File: src/logic/ctp_pkg.sv
// Constants, field layouts and carrier types of the cascadable timer pair
package ctp_pkg;

   // ---------------------------------------------------------------
   // Register indices; the byte address is four times the index
   // ---------------------------------------------------------------
   localparam logic [7:0] IDX_FIRST_CTRL     = 8'h14;
   localparam logic [7:0] IDX_FIRST_RLD_HI   = 8'h15;
   localparam logic [7:0] IDX_FIRST_RLD_LO   = 8'h16;
   localparam logic [7:0] IDX_FIRST_CNT_HI   = 8'h17;
   localparam logic [7:0] IDX_FIRST_CNT_LO   = 8'h18;
   localparam logic [7:0] IDX_SECOND_CTRL    = 8'h19;
   localparam logic [7:0] IDX_SECOND_RLD_HI  = 8'h1a;
   localparam logic [7:0] IDX_SECOND_RLD_LO  = 8'h1b;
   localparam logic [7:0] IDX_SECOND_CNT_HI  = 8'h1c;
   localparam logic [7:0] IDX_SECOND_CNT_LO  = 8'h1d;
   localparam logic [7:0] IDX_STATUS         = 8'h20;
   localparam logic [7:0] IDX_COMMAND        = 8'h21;

   // Address split of a word access
   localparam int         ADDR_IDX_LSB       = 2;
   localparam int         ADDR_IDX_MSB       = 9;

   // ---------------------------------------------------------------
   // Control register layout and reset values
   // ---------------------------------------------------------------
   typedef enum logic [1:0] {
      CTP_SM_NONE    = 2'h0,
      CTP_SM_TX_END  = 2'h1,
      CTP_SM_TRIM    = 2'h2,
      CTP_SM_TRIM_UF = 2'h3
   } ctp_start_mode_t;

   typedef enum logic [1:0] {
      CTP_CS_FAST    = 2'h0,
      CTP_CS_SLOW    = 2'h1,
      CTP_CS_TIMER0  = 2'h2,
      CTP_CS_SIBLING = 2'h3
   } ctp_clock_select_t;

   typedef struct packed {
      logic              stop_on_receive;
      logic              reserved_bit6;
      ctp_start_mode_t   start_mode;
      logic              auto_reload;
      logic              reserved_bit2;
      ctp_clock_select_t clock_select;
   } ctp_ctrl_t;

   localparam logic [7:0]  CTRL_WRITE_MASK   = 8'hbb;
   localparam ctp_ctrl_t   CTRL_RESET        = ctp_ctrl_t'(8'h00);
   localparam logic [15:0] RELOAD_RESET      = 16'h0000;
   localparam logic [15:0] COUNT_RESET       = 16'h0000;
   localparam logic [15:0] COUNT_ZERO        = 16'h0000;
   localparam logic [15:0] COUNT_STEP        = 16'h0001;

   // Status and command bit positions (per timer: base plus timer number)
   localparam int          ST_FLAG_LSB       = 0;
   localparam int          ST_RUN_LSB        = 4;
   localparam int          CMD_START_LSB     = 0;
   localparam int          CMD_STOP_LSB      = 2;

   // ---------------------------------------------------------------
   // Bus encodings
   // ---------------------------------------------------------------
   localparam logic [1:0]  HTRANS_NONSEQ     = 2'h2;
   localparam logic        HRESP_OKAY        = 1'h0;
   localparam logic [31:0] HRDATA_RESET      = 32'h0000_0000;

   // Frontend events, all one-cycle pulses except the trimmed level
   typedef struct packed {
      logic tick_fast;
      logic tick_slow;
      logic timer0_underflow;
      logic tx_end;
      logic rx_first_bits;
      logic lfo_level;
   } ctp_events_t;

endpackage

File: src/logic/ctp_timer_pair.sv
// Two cascadable 16-bit down counters with an AHB-Lite register slave
`timescale 1ns/10ps
module ctp_timer_pair (
   // Clock and reset
   input  wire logic                 hclk,
   input  wire logic                 hresetn,
   // AHB-Lite slave
   input  wire logic                 hsel,
   input  wire logic [31:0]          haddr,
   input  wire logic [1:0]           htrans,
   input  wire logic                 hwrite,
   input  wire logic [2:0]           hsize,
   input  wire logic [31:0]          hwdata,
   input  wire logic                 hready,
   output logic                      hreadyout,
   output logic [31:0]               hrdata,
   output logic                      hresp,
   // Frontend events
   input  wire ctp_pkg::ctp_events_t events,
   // Timer state
   output logic                      first_underflow_flag,
   output logic                      second_underflow_flag,
   output logic [1:0]                timer_running
);
   import ctp_pkg::*;

   // ---------------------------------------------------------------
   // Storage
   // ---------------------------------------------------------------
   ctp_ctrl_t   ctrl_r   [2];
   logic [15:0] reload_r [2];
   logic [15:0] count_r  [2];
   logic [1:0]  run_r;
   logic [1:0]  uf_r;
   logic [1:0]  flag_r;
   logic [1:0]  cmd_start_r;
   logic [1:0]  cmd_stop_r;
   logic        lfo_prev_r;
   logic        pend_r;
   logic        wr_r;
   logic        mapped_r;
   logic [7:0]  idx_r;
   logic        hreadyout_r;
   logic [31:0] hrdata_r;

   logic        wr_now;
   logic        lfo_edge;
   logic [7:0]  rd_byte;
   logic [7:0]  wbyte;
   logic [1:0]  tick;
   logic [1:0]  start_evt;
   logic [1:0]  stop_evt;
   logic [1:0]  zero_tick;
   logic [1:0]  uf_evt;

   function automatic logic tick_sel(input ctp_clock_select_t sel,
                                     input ctp_events_t ev,
                                     input logic sibling_uf);
      logic t;
      t = 1'b0;
      case (sel)
         CTP_CS_FAST:   t = ev.tick_fast;
         CTP_CS_SLOW:   t = ev.tick_slow;
         CTP_CS_TIMER0: t = ev.timer0_underflow;
         default:       t = sibling_uf;
      endcase
      return t;
   endfunction

   function automatic logic wr_hit(input logic en, input logic [7:0] idx,
                                   input logic [7:0] target);
      return en && (idx == target);
   endfunction

   assign hreadyout             = hreadyout_r;
   assign hrdata                = hrdata_r;
   assign hresp                 = HRESP_OKAY;
   assign first_underflow_flag  = flag_r[0];
   assign second_underflow_flag = flag_r[1];
   assign timer_running         = run_r;

   // ---------------------------------------------------------------
   // Bus slave: one wait state on every NONSEQ access
   // ---------------------------------------------------------------
   always_ff @(posedge hclk or negedge hresetn) begin
      if (!hresetn) begin
         pend_r      <= 1'b0;
         wr_r        <= 1'b0;
         mapped_r    <= 1'b0;
         idx_r       <= 8'h00;
         hreadyout_r <= 1'b1;
         hrdata_r    <= HRDATA_RESET;
      end else if (pend_r) begin
         pend_r      <= 1'b0;
         hreadyout_r <= 1'b1;
         if (!wr_r) begin
            hrdata_r <= {24'h000000, rd_byte};
         end
      end else if (hready && hsel && htrans == HTRANS_NONSEQ) begin
         pend_r      <= 1'b1;
         wr_r        <= hwrite;
         idx_r       <= haddr[ADDR_IDX_MSB:ADDR_IDX_LSB];
         mapped_r    <= (haddr[31:ADDR_IDX_MSB+1] == '0) && (haddr[1:0] == 2'h0);
         hreadyout_r <= 1'b0;
      end
   end

   assign wr_now = pend_r && wr_r && mapped_r;
   assign wbyte  = hwdata[7:0];

   // Read decode; unmapped indices read as zero
   always_comb begin
      rd_byte = 8'h00;
      if (!mapped_r) begin
         rd_byte = 8'h00;
      end else if (idx_r == IDX_FIRST_CTRL) begin
         rd_byte = ctrl_r[0];
      end else if (idx_r == IDX_FIRST_RLD_HI) begin
         rd_byte = reload_r[0][15:8];
      end else if (idx_r == IDX_FIRST_RLD_LO) begin
         rd_byte = reload_r[0][7:0];
      end else if (idx_r == IDX_FIRST_CNT_HI) begin
         rd_byte = count_r[0][15:8];
      end else if (idx_r == IDX_FIRST_CNT_LO) begin
         rd_byte = count_r[0][7:0];
      end else if (idx_r == IDX_SECOND_CTRL) begin
         rd_byte = ctrl_r[1];
      end else if (idx_r == IDX_SECOND_RLD_HI) begin
         rd_byte = reload_r[1][15:8];
      end else if (idx_r == IDX_SECOND_RLD_LO) begin
         rd_byte = reload_r[1][7:0];
      end else if (idx_r == IDX_SECOND_CNT_HI) begin
         rd_byte = count_r[1][15:8];
      end else if (idx_r == IDX_SECOND_CNT_LO) begin
         rd_byte = count_r[1][7:0];
      end else if (idx_r == IDX_STATUS) begin
         rd_byte[ST_FLAG_LSB +: 2] = flag_r;
         rd_byte[ST_RUN_LSB +: 2]  = run_r;
      end
   end

   // ---------------------------------------------------------------
   // Software registers
   // ---------------------------------------------------------------
   always_ff @(posedge hclk or negedge hresetn) begin
      if (!hresetn) begin
         ctrl_r[0]   <= CTRL_RESET;
         ctrl_r[1]   <= CTRL_RESET;
         reload_r[0] <= RELOAD_RESET;
         reload_r[1] <= RELOAD_RESET;
      end else begin
         // Reserved bits are never stored
         if (wr_hit(wr_now, idx_r, IDX_FIRST_CTRL)) begin
            ctrl_r[0] <= ctp_ctrl_t'(wbyte & CTRL_WRITE_MASK);
         end
         if (wr_hit(wr_now, idx_r, IDX_SECOND_CTRL)) begin
            ctrl_r[1] <= ctp_ctrl_t'(wbyte & CTRL_WRITE_MASK);
         end
         if (wr_hit(wr_now, idx_r, IDX_FIRST_RLD_HI)) begin
            reload_r[0][15:8] <= wbyte;
         end
         if (wr_hit(wr_now, idx_r, IDX_FIRST_RLD_LO)) begin
            reload_r[0][7:0] <= wbyte;
         end
         if (wr_hit(wr_now, idx_r, IDX_SECOND_RLD_HI)) begin
            reload_r[1][15:8] <= wbyte;
         end
         if (wr_hit(wr_now, idx_r, IDX_SECOND_RLD_LO)) begin
            reload_r[1][7:0] <= wbyte;
         end
      end
   end

   // Command pulses and trimmed-signal edge history
   always_ff @(posedge hclk or negedge hresetn) begin
      if (!hresetn) begin
         cmd_start_r <= 2'h0;
         cmd_stop_r  <= 2'h0;
         lfo_prev_r  <= 1'b0;
      end else begin
         lfo_prev_r <= events.lfo_level;
         if (wr_hit(wr_now, idx_r, IDX_COMMAND)) begin
            cmd_start_r <= wbyte[CMD_START_LSB +: 2];
            cmd_stop_r  <= wbyte[CMD_STOP_LSB +: 2];
         end else begin
            cmd_start_r <= 2'h0;
            cmd_stop_r  <= 2'h0;
         end
      end
   end

   assign lfo_edge = events.lfo_level && !lfo_prev_r;

   // ---------------------------------------------------------------
   // Timers; each one's sibling is the other of the pair
   // ---------------------------------------------------------------
   for (genvar i = 0; i < 2; i++) begin : g_tmr
      localparam int SIB = 1 - i;
      logic trim;

      assign trim         = ctrl_r[i].start_mode[1];
      assign tick[i]      = tick_sel(ctrl_r[i].clock_select, events,
                                     uf_r[SIB]);
      assign start_evt[i] = cmd_start_r[i]
                          || (ctrl_r[i].start_mode == CTP_SM_TX_END
                              && events.tx_end)
                          || (trim && lfo_edge && !run_r[i]);
      assign stop_evt[i]  = (trim && lfo_edge && run_r[i])
                          || (!trim && ctrl_r[i].stop_on_receive
                              && events.rx_first_bits);
      assign zero_tick[i] = run_r[i] && tick[i] && count_r[i] == COUNT_ZERO
                          && !cmd_stop_r[i] && !start_evt[i] && !stop_evt[i];
      // Trimming without underflow just ends at zero
      assign uf_evt[i]    = zero_tick[i]
                          && ctrl_r[i].start_mode != CTP_SM_TRIM;

      always_ff @(posedge hclk or negedge hresetn) begin
         if (!hresetn) begin
            run_r[i]   <= 1'b0;
            count_r[i] <= COUNT_RESET;
         end else if (cmd_stop_r[i]) begin
            run_r[i] <= 1'b0;
         end else if (start_evt[i]) begin
            run_r[i]   <= 1'b1;
            count_r[i] <= reload_r[i];
         end else if (stop_evt[i]) begin
            run_r[i] <= 1'b0;
         end else if (zero_tick[i]) begin
            if (ctrl_r[i].auto_reload && uf_evt[i]) begin
               count_r[i] <= reload_r[i];
            end else begin
               run_r[i] <= 1'b0;
            end
         end else if (run_r[i] && tick[i]) begin
            count_r[i] <= count_r[i] - COUNT_STEP;
         end
      end

      // Underflow pulse for the sibling and sticky flag; set beats clear
      always_ff @(posedge hclk or negedge hresetn) begin
         if (!hresetn) begin
            uf_r[i]   <= 1'b0;
            flag_r[i] <= 1'b0;
         end else begin
            uf_r[i] <= uf_evt[i];
            if (uf_evt[i]) begin
               flag_r[i] <= 1'b1;
            end else if (wr_hit(wr_now, idx_r, IDX_STATUS)
                         && wbyte[ST_FLAG_LSB + i]) begin
               flag_r[i] <= 1'b0;
            end
         end
      end

      // -------------------------------------------------------------
      // Checks
      // -------------------------------------------------------------
      property p_stop_rx;
         @(posedge hclk) disable iff (!hresetn)
         run_r[i] && !trim && ctrl_r[i].stop_on_receive && events.rx_first_bits
         && !start_evt[i] |=> !run_r[i] ##1 (!run_r[i] || $past(start_evt[i]));
      endproperty
      a_stop_rx: assert property (p_stop_rx) else $error("rx stop missed");

      property p_trim_ignores_rx;
         @(posedge hclk) disable iff (!hresetn)
         run_r[i] && trim && ctrl_r[i].stop_on_receive && events.rx_first_bits
         && !lfo_edge && !cmd_stop_r[i] && !zero_tick[i] |=> run_r[i];
      endproperty
      a_trim_ignores_rx: assert property (p_trim_ignores_rx)
         else $error("rx stopped a trimming timer");

      property p_tx_start;
         @(posedge hclk) disable iff (!hresetn)
         ctrl_r[i].start_mode == CTP_SM_TX_END && events.tx_end && !cmd_stop_r[i]
         |=> run_r[i] && count_r[i] == $past(reload_r[i]);
      endproperty
      a_tx_start: assert property (p_tx_start) else $error("no start at tx end");

      property p_auto_reload;
         @(posedge hclk) disable iff (!hresetn)
         uf_evt[i] && ctrl_r[i].auto_reload
         |=> run_r[i] && count_r[i] == $past(reload_r[i]) && uf_r[i];
      endproperty
      a_auto_reload: assert property (p_auto_reload) else $error("no reload");

      property p_hold_zero;
         @(posedge hclk) disable iff (!hresetn)
         zero_tick[i] && !ctrl_r[i].auto_reload
         |=> !run_r[i] && count_r[i] == COUNT_ZERO;
      endproperty
      a_hold_zero: assert property (p_hold_zero) else $error("did not stop at zero");

      property p_flag;
         @(posedge hclk) disable iff (!hresetn)
         uf_evt[i] |=> flag_r[i] && uf_r[i] ##1 (!uf_r[i] || $past(uf_evt[i]));
      endproperty
      a_flag: assert property (p_flag) else $error("underflow flag not set");

      // Only a status write with the bit set may drop a raised flag
      property p_flag_sticky;
         @(posedge hclk) disable iff (!hresetn)
         flag_r[i] && !(wr_hit(wr_now, idx_r, IDX_STATUS) && wbyte[ST_FLAG_LSB + i])
         |=> flag_r[i];
      endproperty
      a_flag_sticky: assert property (p_flag_sticky) else $error("flag lost");

      property p_trim_no_underflow;
         @(posedge hclk) disable iff (!hresetn)
         zero_tick[i] && ctrl_r[i].start_mode == CTP_SM_TRIM
         |=> !run_r[i] && !uf_r[i] && count_r[i] == COUNT_ZERO;
      endproperty
      a_trim_no_underflow: assert property (p_trim_no_underflow)
         else $error("underflow in plain trimming");

      property p_decrement;
         @(posedge hclk) disable iff (!hresetn)
         run_r[i] && tick[i] && count_r[i] != COUNT_ZERO && !start_evt[i]
         && !stop_evt[i] && !cmd_stop_r[i]
         |=> count_r[i] == $past(count_r[i]) - COUNT_STEP;
      endproperty
      a_decrement: assert property (p_decrement) else $error("bad decrement");

      property p_reload_write_quiet;
         @(posedge hclk) disable iff (!hresetn)
         !start_evt[i] && !(run_r[i] && tick[i]) |=> count_r[i] == $past(count_r[i]);
      endproperty
      a_reload_write_quiet: assert property (p_reload_write_quiet)
         else $error("count changed without tick or start");

      // A sibling underflow must move a nonzero count by exactly one
      property p_cascade;
         @(posedge hclk) disable iff (!hresetn)
         ctrl_r[i].clock_select == CTP_CS_SIBLING && uf_r[SIB] && run_r[i]
         && count_r[i] != COUNT_ZERO && !start_evt[i] && !stop_evt[i] && !cmd_stop_r[i]
         |=> count_r[i] == $past(count_r[i]) - COUNT_STEP;
      endproperty
      a_cascade: assert property (p_cascade) else $error("cascade tick lost");

      c_reload_wrap: cover property (@(posedge hclk) disable iff (!hresetn)
         uf_evt[i] && ctrl_r[i].auto_reload);
      c_cascade: cover property (@(posedge hclk) disable iff (!hresetn)
         ctrl_r[i].clock_select == CTP_CS_SIBLING && uf_r[SIB] && run_r[i]);
      c_trim: cover property (@(posedge hclk) disable iff (!hresetn)
         trim && lfo_edge && run_r[i]);
      c_trim_rx: cover property (@(posedge hclk) disable iff (!hresetn)
         trim && ctrl_r[i].stop_on_receive && events.rx_first_bits && run_r[i]);
   end

   property p_bus_wait;
      @(posedge hclk) disable iff (!hresetn)
      hready && hsel && htrans == HTRANS_NONSEQ && !pend_r
      |=> !hreadyout ##1 hreadyout;
   endproperty
   a_bus_wait: assert property (p_bus_wait) else $error("bad bus timing");

   c_status_read: cover property (@(posedge hclk) disable iff (!hresetn)
      pend_r && !wr_r && idx_r == IDX_STATUS);

endmodule
File: config.mk
export PLATFORM = sky130hd
export DESIGN_NAME = ctp_timer_pair
export DESIGN_NICKNAME = d
export VERILOG_FILES = /design/src/logic/ctp_pkg.sv /design/src/logic/ctp_timer_pair.sv
export SDC_FILE = /design/constraint.sdc
export NUM_CORES = 1
export LEC_CHECK = 0
export ABC_CLOCK_PERIOD_IN_PS = 5600
export BUFFER_PORTS_ARGS = -buffer_cell sky130_fd_sc_hd__buf_2
export CAP_MARGIN = 25
export CORE_ASPECT_RATIO = 0.5
export CORE_UTILIZATION = 40
export CTS_CLUSTER_DIAMETER = 50
export DETAILED_ROUTE_END_ITERATION = 16
export GPL_TIMING_DRIVEN = 0
export PLACE_DENSITY = 0.64
export SYNTH_ARGS = -nofsm -noshare
export SYNTH_HDL_FRONTEND = slang
export SYNTH_SLANG_ARGS = --single-unit
File: constraint.sdc
create_clock -name hclk -period 5.6 [get_ports hclk]
set_input_delay 0.84 -clock hclk [delete_from_list [all_inputs] [get_ports hclk]]
set_output_delay 0.84 -clock hclk [all_outputs]
set_load 0.02 [all_outputs]
==> impl_metrics.py, run 1 <==
metrics = {
    "worst_setup_path": {
        "critical_path.startpoint_type": "register",
        "critical_path_class": "reg -> reg",
        "worst-endpoint-arrival_ns": 3.23,
        "critical_path_peak_fanout": 10,
        "required_ns": 5.82,
        "endpoint_kind": "register",
    },
    "route": {
        "drt_pre_antenna_iters": 6,
        "initialDrtViolationCount": 571,
        "post_drt_via_cell_ratio": 5.87,
        "drt_wl_total_um": 19700,
        "ant_nets": 0,
        "route.detailed.drc": 0,
        "avgRoutedWirePerCell_um": 20.1,
        "num_vias": 5741,
    },
    "yosys": {
        "syn-instance-count": 668,
        "ys.warnings.count": 0,
        "synth.avg_cell_area_um2": 9.59,
        "syn_area_um2": 6400,
        "synth_sequential_area_ratio": 0.418,
        "synth-main-ff-cell": "dfrtp_1",
        "synth_async_sr_flop_share": 1.00,
        "synth-edff-count": 0,
        "post_synth_num_cell_types": 74,
        "ys_seq_elements": 107,
    },
    "layout": {
        "final_cell_count_no_fill": 978,
        "nNetsFinal": 853,
        "antenna_cells_inserted": 0,
        "post_route_cells_drive_above_1_share": 0.239,
        "area_delta_synth_final_pct": 15.2,
        "finish.utilization": 0.475,
    },
    "cts": {
        "cts.root.buffer_cell": "clkbuf_16",
        "clock_tree.buffer_depth": 2,
        "worst_skew_pair.late_latency_ns": 0.35,
        "ctsResizeCount": 0,
        "cts_setup_buffers": 0,
        "clock_sink_count": 107,
        "cts.htree.levels": 3,
        "cts-hold-fix-buffers": 0,
        "path_clk_slew_ns": 0.07,
        "cts_tree": "yes",
        "cts_made_buffers": 9,
    },
    "global_route": {
        "grt_util_all_layers": 0.244,
        "grt_start_max_net_pins": 63,
        "grt_antenna_before_repair": 0,
        "grt_pass1_vias": 5315,
        "global_route.overflow_total": 0,
        "grt_first_pass_wirelength_um": 30700,
    },
    "sta": {
        "max_slew.worst_pin.slew_ns": 1.01,
        "hold_slack_ns": 0.482,
        "timing.final.crit_share": 0.536,
        "post-route-min-period_ns": 3.00,
        "rsz0062_at_grt": "false",
        "max-slew-margin-rel": 0.325,
        "timing.clock.skew_ns": 0.0120,
        "final_max_slew_viol_count": 0,
        "max_clock_freq_mhz": 333,
        "report.final.hold_viol_count": 0,
        "finalSetupViolCount": 0,
        "fin_setup_tns_ns": 0,
    },
    "floorplan": {
        "effective_utilization_at_floorplan": 0.412,
        "ios": 118,
        "width_of_the_chip_um": 181,
        "die-area_um2": 16600,
        "core_um2": 15500,
        "die_height_um": 91.5,
        "cell_row_count": 32,
    },
    "placement": {
        "finalWeightedCongestion": 0.937,
        "dp.final_hpwl_um": 14700,
        "placedCellCount": 962,
        "io_buffers": 65,
    },
    "hold_path": {
        "holdCritPathClass": "reg -> reg",
    },
    "power": {
        "power.total_uw": 2450,
        "ir_drop_v": 0.000154,
        "powerDensity_nw_per_um2": 332,
        "p_leak_uw": 0.00332,
    },
    "run": {
        "maxCapViolations": 0,
    },
    "run_status": {
        "status": "completed",
    },
}
==> routing by layer <==
layer | share of wire | GRT usage
met1 | 0.46 | 0.352
met2 | 0.45 | 0.377
met3 | 0.082 | 0.0469
met4 | 0.014 | 0.0523
met5 | 0 | 0
==> stage by stage <==
| step | setup slack [ns] | instance area, µm² |
|---|---|---|
| after floorplan | 3.03 | 6490 |
| after global placement | 2.43 | 7080 |
| after CTS | 2.59 | 7380 |
| after detailed placement | 2.52 | 7110 |
| final | 2.60 | 7380 |
| after global routing | 2.46 | 7380 |
==> power by group <==
group          switching (µW)  total, µW  leakage (µW)  internal [µW]
Sequential                192       1090       0.00138            893
Clock                     280        606      0.000137            326
Combinational             464        761       0.00180            298
==> sequential cells by signal, summed over array words and instances (netlist names), 2 cells and up <==
register	flops
cmd_start_r	2
cmd_stop_r	2
count_r	32
ctrl_r	12
hrdata	8
idx_r	8
reload_r	32
timer_running	2
uf_r	2
==> synth_stat cells, types with 6 or more instances <==
master / number / area share
nand2_1: 58 / 0.034
o21ai_1: 7 / 0.0055
a22oi_1: 9 / 0.011
a22o_1: 7 / 0.0096
and2_1: 9 / 0.0088
inv_1: 18 / 0.011
o22ai_1: 11 / 0.011
buf_2: 8 / 0.0063
dfrtp_1: 106 / 0.41
nor3_1: 18 / 0.014
mux2i_1: 22 / 0.034
buf_4: 25 / 0.029
nand3_1: 17 / 0.013
nor2b_1: 8 / 0.0078
nor2_1: 34 / 0.020
a21oi_1: 47 / 0.037
mux2_2: 52 / 0.091
o21ai_0: 45 / 0.035
or4_1: 6 / 0.0070
nand2b_1: 13 / 0.013
nor4_1: 13 / 0.013
a2bb2oi_1: 9 / 0.012
clkbuf_1: 18 / 0.011
==> cell families (layout without fill, tap and decap cells) <==
logic type / after synthesis / after routing / share of synthesized area
flip-flops: 107 / 107 / 0.418
adder cells (fa/ha/maj): 4 / 4 / 0.00781
buffers and inverters: 74 / 156 / 0.0608
other: 1 / 25 / 0.000585
AO/OA/AOI/OAI: 189 / 189 / 0.194
AND/OR/NAND/NOR: 216 / 216 / 0.182
multiplexers: 77 / 77 / 0.136
==> area by class of cell <==
class	count	area, µm²
well taps	204	255
clock inverters	2	10.0
multi-input cells	511	3430
inverters	18	67.6
repair buffers	66	355
clock buffers	14	264
plain buffers	56	322
fillers	1485	8160
flip-flops and latches	107	2680
==> worst max-delay path: stages (launching register included) <==
cell     delay (ns)
dfrtp_1        0.40
nor4b_2        0.89
nand2_1        0.43
nor3_2         0.73
mux2_2         0.42
==> final timing paths <==
check | from | end | slack [ns] | cells after the start
setup / recovery | idx_r[5] | reload_r[5] | 2.60 | 4
hold / removal | cmd_stop_r[0] | timer_running[0] | 0.48 | 1
setup reg to reg | idx_r[5] | reload_r[5] | 2.60 | 4
hold reg to reg | cmd_stop_r[0] | timer_running[0] | 0.48 | 1
max in group asynchronous | hresetn | reload_r[23] | 4.28 | 2
min in group asynchronous | hresetn | count_r[12] | 0.58 | 1
==> layout by cell type (no fill, tap or decap), types with 11 or more instances in the layout <==
cell type | netlist | layout
a21oi_1 | 47 | 47
buf_2 | 8 | 72
buf_4 | 25 | 26
clkbuf_1 | 18 | 21
conb_1 | 1 | 25
dfrtp_1 | 106 | 106
inv_1 | 18 | 18
mux2_2 | 52 | 52
mux2i_1 | 22 | 22
nand2_1 | 58 | 58
nand2b_1 | 13 | 13
nand3_1 | 17 | 17
nor2_1 | 34 | 34
nor3_1 | 18 | 18
nor4_1 | 13 | 13
o21ai_0 | 45 | 45
o22ai_1 | 11 | 11
No activity file was read; power rests on OpenSTA's default activity.
==> run 2, diff against run 1 <==
--- a/config.mk
+++ b/config.mk
@@ -5,7 +5,7 @@
 export SDC_FILE = /design/constraint.sdc
 export NUM_CORES = 1
 export LEC_CHECK = 0
-export ABC_CLOCK_PERIOD_IN_PS = 5600
+export ABC_CLOCK_PERIOD_IN_PS = 2700
 export BUFFER_PORTS_ARGS = -buffer_cell sky130_fd_sc_hd__buf_2
 export CAP_MARGIN = 25
 export CORE_ASPECT_RATIO = 0.5
@@ -13,7 +13,7 @@
 export CTS_CLUSTER_DIAMETER = 50
 export DETAILED_ROUTE_END_ITERATION = 16
 export GPL_TIMING_DRIVEN = 0
-export PLACE_DENSITY = 0.64
+export PLACE_DENSITY = 0.66
 export SYNTH_ARGS = -nofsm -noshare
 export SYNTH_HDL_FRONTEND = slang
 export SYNTH_SLANG_ARGS = --single-unit
==> constraint.sdc (replaced) <==
create_clock -name hclk -period 2.7 [get_ports hclk]
set_input_delay 0.405 -clock hclk [delete_from_list [all_inputs] [get_ports hclk]]
set_output_delay 0.405 -clock hclk [all_outputs]
set_load 0.02 [all_outputs]
==> impl_metrics.py, run 2 (same netlist as run 1, synthesis figures left out) <==
metrics = {
    "run_status": {
        "status": "completed",
    },
    "floorplan": {
        "width_of_the_chip_um": 181,
        "die-area_um2": 16600,
        "cell_row_count": 32,
        "ios": 118,
        "core_um2": 15500,
        "effective_utilization_at_floorplan": 0.412,
        "die_height_um": 91.5,
    },
    "worst_setup_path": {
        "critical_path.slowest_cell": "or4_4",
        "critical_path_peak_fanout": 8,
        "endpoint_kind": "register",
        "timing.critical_path.slowest_cell_delay_ns": 0.55,
        "critical_path_class": "reg -> reg",
        "critical_path.startpoint_type": "register",
        "required_ns": 2.92,
        "critical_path_buf_inv_count": 2,
        "largest_delay_contributor_family_on_the_critical_path": "simple AND/OR/NAND/NOR gates",
        "path_cells": "or4_1, buf_1, or4_4, o21ai_4, buf_6, nor2_1, o21ai_0, o21ai_1",
        "worst-endpoint-arrival_ns": 2.85,
    },
    "cts": {
        "cts.root.buffer_cell": "clkbuf_16",
        "cts.htree.levels": 3,
        "clock_tree.buffer_depth": 2,
        "path_clk_slew_ns": 0.07,
        "cts_tree": "yes",
        "worst_skew_pair.late_latency_ns": 0.35,
        "clock_sink_count": 107,
        "cts_made_buffers": 9,
    },
    "global_route": {
        "grt_busiest_layer": "met2",
        "grt_start_max_net_pins": 61,
        "grt_util_all_layers": 0.249,
        "grt_pass1_vias": 5653,
        "global_route.overflow_total": 0,
        "grt_first_pass_wirelength_um": 31600,
        "grt.met3_usage": 0.0349,
        "grt_antenna_before_repair": 0,
        "global_route_met2_usage": 0.383,
        "global_route.usage.met1": 0.358,
    },
    "layout": {
        "n_fill_cell": 1450,
        "area_delta_synth_final_pct": 18.4,
        "fin_area_um2": 7590,
        "post_route_cells_drive_above_1_share": 0.276,
        "highest_count_cells_in_the_layout_ignoring_fill_and_taps": "104 x dfrtp_1, 74 x buf_2, 58 x nand2_1, 52 x mux2_2, 46 x a21oi_1",
        "layout.cells.most_common": "dfrtp_1",
        "antenna_cells_inserted": 0,
        "reg.largest.list": "count_r (32), reload_r (32), ctrl_r (12)",
        "nNetsFinal": 862,
        "finish.utilization": 0.488,
    },
    "route": {
        "num_vias": 5883,
        "drt_pre_antenna_iters": 5,
        "route.detailed.drc": 0,
        "ant_nets": 0,
        "post_drt_via_cell_ratio": 5.96,
        "initialDrtViolationCount": 544,
        "avgRoutedWirePerCell_um": 20.2,
        "drt_wl_total_um": 19900,
    },
    "placement": {
        "finalWeightedCongestion": 0.942,
        "placed_area_um2": 7110,
        "dp.final_hpwl_um": 14900,
        "io_buffers": 65,
    },
    "hold_path": {
        "holdCritPathClass": "in -> async",
    },
    "power": {
        "powerDensity_nw_per_um2": 693,
        "total_switching_power_uw": 2000,
        "share_comb_of_total_power": 0.317,
        "p_seq_frac": 0.429,
        "intPower_uw": 3260,
        "power.total_uw": 5260,
        "ir_drop_v": 0.000260,
        "power.share.switching": 0.381,
        "p_leak_uw": 0.00347,
        "power_frac_clock": 0.254,
    },
    "sta": {
        "final_max_slew_viol_count": 0,
        "report.final.hold_viol_count": 0,
        "max-slew-margin-rel": 0.433,
        "max_slew.worst_pin.slew_ns": 0.845,
        "timing.final.crit_share": 0.976,
        "post-route-min-period_ns": 2.64,
        "max_clock_freq_mhz": 379,
        "timing.clock.skew_ns": 0.0102,
        "finalSetupViolCount": 0,
    },
    "run": {
        "maxCapViolations": 0,
    },
}
## run 2: area by class of cell
type / count / area [µm²] / share of cell area
Multi-Input combinational cell: 511 / 3520 / 0.464
Timing Repair Buffer: 75 / 433 / 0.0571
Tap cell: 204 / 255 / 0.0336
Clock inverter: 5 / 52.6 / 0.00693
Buffer: 56 / 332 / 0.0437
Inverter: 18 / 67.6 / 0.00891
Sequential cell: 107 / 2680 / 0.353
Clock buffer: 11 / 243 / 0.0320
## run 2: path summary, 6_finish.rpt
kind / start / endpoint / slack (ns) / cells after the start
setup / recovery: count_r[26] / count_r[18] / 0.06 / 8
hold / removal: hresetn / count_r[2] / 0.13 / 1
setup reg to reg: count_r[26] / count_r[18] / 0.06 / 8
hold reg to reg: hreadyout / hreadyout / 0.48 / 2
max in group asynchronous: hresetn / count_r[16] / 1.80 / 2
min in group hclk: events[0] / lfo_prev_r / 0.22 / 1
## run 2: per-layer routing
layer  share of wire  up-vias
li1                -     2685
met1            0.45     2899
met2            0.45      263
met3           0.078       36
met4           0.021        0
met5               0        -
## run 2: metrics by stage
step	cells	setup TNS [ns]	worst slack (ns)	hold slack, ns
6_report	987	0	0.0635	0.132
5_1_grt	987	-0.00161	-0.00161	0.191
4_1_cts	978	0	0.00444	0.173
3_5_place_dp	962	-7.64	-0.281	0.478
3_3_place_gp	961	-7.01	-0.231	0.474
2_1_floorplan	692	0	0.331	0.109
## run 2: worst register-to-register path, cell delays in order (launching register included)
cell	delay (ns)
dfrtp_1	0.47
or4_1	0.54
buf_1	0.22
or4_4	0.55
o21ai_4	0.28
buf_6	0.16
nor2_1	0.03
o21ai_0	0.16
o21ai_1	0.10
## run 2: repair_timing
item | in CTS | in global routing
hold buffers | 0 | 0
buffers inserted | 0 | 8
pin swaps | 0 | 4
gates cloned | 0 | 1
resized for setup | 5 | 28
setup endpoints to repair | 36 | 67
## run 2: power by group through the flow
stage               clock (µW)  combinational, µW  sequential (µW)
CTS                       1360               1560             2230
global placement             0               1510             2250
floorplan                    0               1120             2120
detailed placement           0               1540             2250
global route              1410               1840             2300
finish                    1340               1670             2260
==> run 3, diff against run 2 <==
--- a/config.mk
+++ b/config.mk
@@ -10,6 +10,7 @@
 export CAP_MARGIN = 25
 export CORE_ASPECT_RATIO = 0.5
 export CORE_UTILIZATION = 40
+export CTS_BUF_LIST = sky130_fd_sc_hd__clkbuf_2
 export CTS_CLUSTER_DIAMETER = 50
 export DETAILED_ROUTE_END_ITERATION = 16
 export GPL_TIMING_DRIVEN = 0
==> impl_metrics.py, run 3 (same netlist as run 1, synthesis figures left out) <==
metrics = {
    "floorplan": {
        "cell_row_count": 32,
        "die-area_um2": 16600,
        "effective_utilization_at_floorplan": 0.412,
        "ios": 118,
        "width_of_the_chip_um": 181,
        "die_height_um": 91.5,
        "core_um2": 15500,
    },
    "worst_setup_path": {
        "critical_path.slowest_cell": "clkbuf_1",
        "critical_path_class": "reg -> reg",
        "endpoint_kind": "register",
        "critical_path_buf_inv_count": 3,
        "largest_delay_contributor_family_on_the_critical_path": "buffers and inverters",
        "required_ns": 3.26,
        "critical_path.reg2reg.startpoint": "idx_r[0]",
        "critical_path_peak_fanout": 10,
        "critical_path.startpoint_type": "register",
        "reg2reg_to": "hrdata[7]",
        "reg2regPathDepth": 7,
        "timing.critical_path.slowest_cell_delay_ns": 0.51,
        "cp_num_cells": 7,
        "cp_common_cell": "clkbuf_1",
        "timing.critical_path.from": "idx_r[0]",
        "path_cells": "clkbuf_1, clkbuf_1, clkbuf_1, nor2_1, o21ai_0, a21oi_1, o21ai_0",
        "reg2reg_setup_slack_ns": 0.05,
        "worst-endpoint-arrival_ns": 3.21,
        "worstSetupEndpoint": "hrdata[7]",
    },
    "layout": {
        "layout.cells.most_common": "dfrtp_1",
        "n_fill_cell": 1452,
        "finish.utilization": 0.483,
        "reg.largest.list": "count_r (32), reload_r (32), ctrl_r (12)",
        "multiInputGateArea_um2": 3530,
        "post_route_cells_drive_above_1_share": 0.274,
        "antenna_cells_inserted": 0,
        "highest_count_cells_in_the_layout_ignoring_fill_and_taps": "100 x dfrtp_1, 73 x buf_2, 58 x nand2_1, 52 x mux2_2, 46 x a21oi_1",
        "layout.area.seq_um2": 2690,
        "nNetsFinal": 872,
        "area_delta_synth_final_pct": 17.2,
    },
    "cts": {
        "cts_tree": "yes",
        "cts.htree.levels": 3,
        "clock_sink_count": 107,
        "clock_tree.buffer_depth": 2,
        "path_clk_slew_ns": 0.27,
        "worst_skew_pair.late_latency_ns": 0.64,
        "cts.root.buffer_cell": "clkbuf_2",
        "cts_made_buffers": 9,
    },
    "hold_path": {
        "holdCritPathClass": "in -> reg",
    },
    "route": {
        "drt_wl_total_um": 19900,
        "num_vias": 5932,
        "post_drt_via_cell_ratio": 5.95,
        "route.detailed.drc": 0,
        "avgRoutedWirePerCell_um": 20.0,
        "drt_pre_antenna_iters": 5,
        "initialDrtViolationCount": 508,
        "ant_nets": 0,
    },
    "sta": {
        "max-slew-margin-rel": 0.451,
        "timing.final.crit_share": 0.982,
        "final_max_slew_viol_count": 0,
        "max_slew.worst_pin.slew_ns": 0.817,
        "rsz0062_at_grt": "true",
        "post-route-min-period_ns": 2.65,
        "timing.clock.skew_ns": 0.0426,
        "max_clock_freq_mhz": 377,
        "hold_slack_ns": 0.0630,
        "finalSetupViolCount": 0,
        "report.final.hold_viol_count": 0,
    },
    "placement": {
        "finalWeightedCongestion": 0.942,
        "dp.final_hpwl_um": 14900,
        "io_buffers": 65,
    },
    "global_route": {
        "grt_first_pass_wirelength_um": 31700,
        "grt_pass1_vias": 5700,
        "global_route.overflow_total": 0,
        "grt_util_all_layers": 0.251,
        "grt_antenna_before_repair": 0,
        "grt_start_max_net_pins": 61,
    },
    "run_status": {
        "status": "completed",
    },
    "run": {
        "maxCapViolations": 0,
    },
    "power": {
        "powerDensity_nw_per_um2": 626,
        "ir_drop_v": 0.000260,
        "p_leak_uw": 0.00342,
    },
}
-- run 3: cell types whose count changed in the layout (fill, tap and decap cells not counted), sizes merged --
cell	before	now
clkinv	3	4
buf	112	110
dlygate4sd3	0	11
-- run 3: worst min-delay path: stages --
cell and delay, ns:
buf_2 0.08, nor4_1 0.03, nand4_1 0.07, o21ai_0 0.07
-- run 3: per-stage QoR --
step / cell area (µm²) / TNS (ns) / power, µW / setup slack (ns) / cells
after global placement: 7080 / -7.01 / 3760 / -0.231 / 961
after detailed placement: 7110 / -7.64 / 3800 / -0.281 / 962
final: 7510 / 0 / 4700 / 0.0486 / 997
after CTS: 7350 / 0 / 4580 / 0.0197 / 989
after floorplan: 6490 / 0 / 3240 / 0.331 / 692
after global routing: 7510 / -0.0720 / 4990 / -0.0720 / 997
-- run 3: area by class of cell --
class | instances | area share
Inverter | 18 | 0.00900
Multi-Input combinational cell | 511 | 0.470
Buffer | 56 | 0.0437
Clock inverter | 6 | 0.00750
Timing Repair Buffer | 85 | 0.0717
Tap cell | 204 | 0.0340
Sequential cell | 107 | 0.358
Clock buffer | 10 | 0.00667
-- run 3: report_power, final --
part / switching [µW] / total [µW] / internal, µW / leakage (µW)
sequential: 406 / 2270 / 1860 / 0.00137
combinational: 1010 / 1680 / 670 / 0.00198
clock: 545 / 754 / 209 / 0.0000691
total: 1960 / 4700 / 2740 / 0.00342
-- run 3: worst min-delay path by stage --
stage | start | to | slack, ns | cells past startpoint
after floorplan | hresetn | cmd_start_r[0] | 0.11 | 0
after global placement | hrdata[3] | hrdata[3] | 0.47 | 2
after detailed placement | hreadyout | hreadyout | 0.48 | 2
after CTS | haddr[21] | mapped_r | 0.03 | 4
after global routing | hwdata[6] | reload_r[22] | 0.03 | 2
final | haddr[21] | mapped_r | 0.06 | 4
-- run 3: metal layers --
layer | up-vias | wire [µm] | global-route usage
met1 | 2906 | 9000 | 0.358
met2 | 276 | 8900 | 0.384
met3 | 51 | 1480 | 0.0437
met5 | - | 0 | 0
li1 | 2699 | - | -
met4 | 0 | 539 | 0.0812
-- run 3: repair_timing --
action                                  CTS  global route
pin swaps                                 0             5
endpoints found under the setup margin   39            71
setup buffers                             0             8
resized for setup                         6            25
endpoints found under the hold margin    68             0
hold buffers                             11             0
gates cloned                              0             0
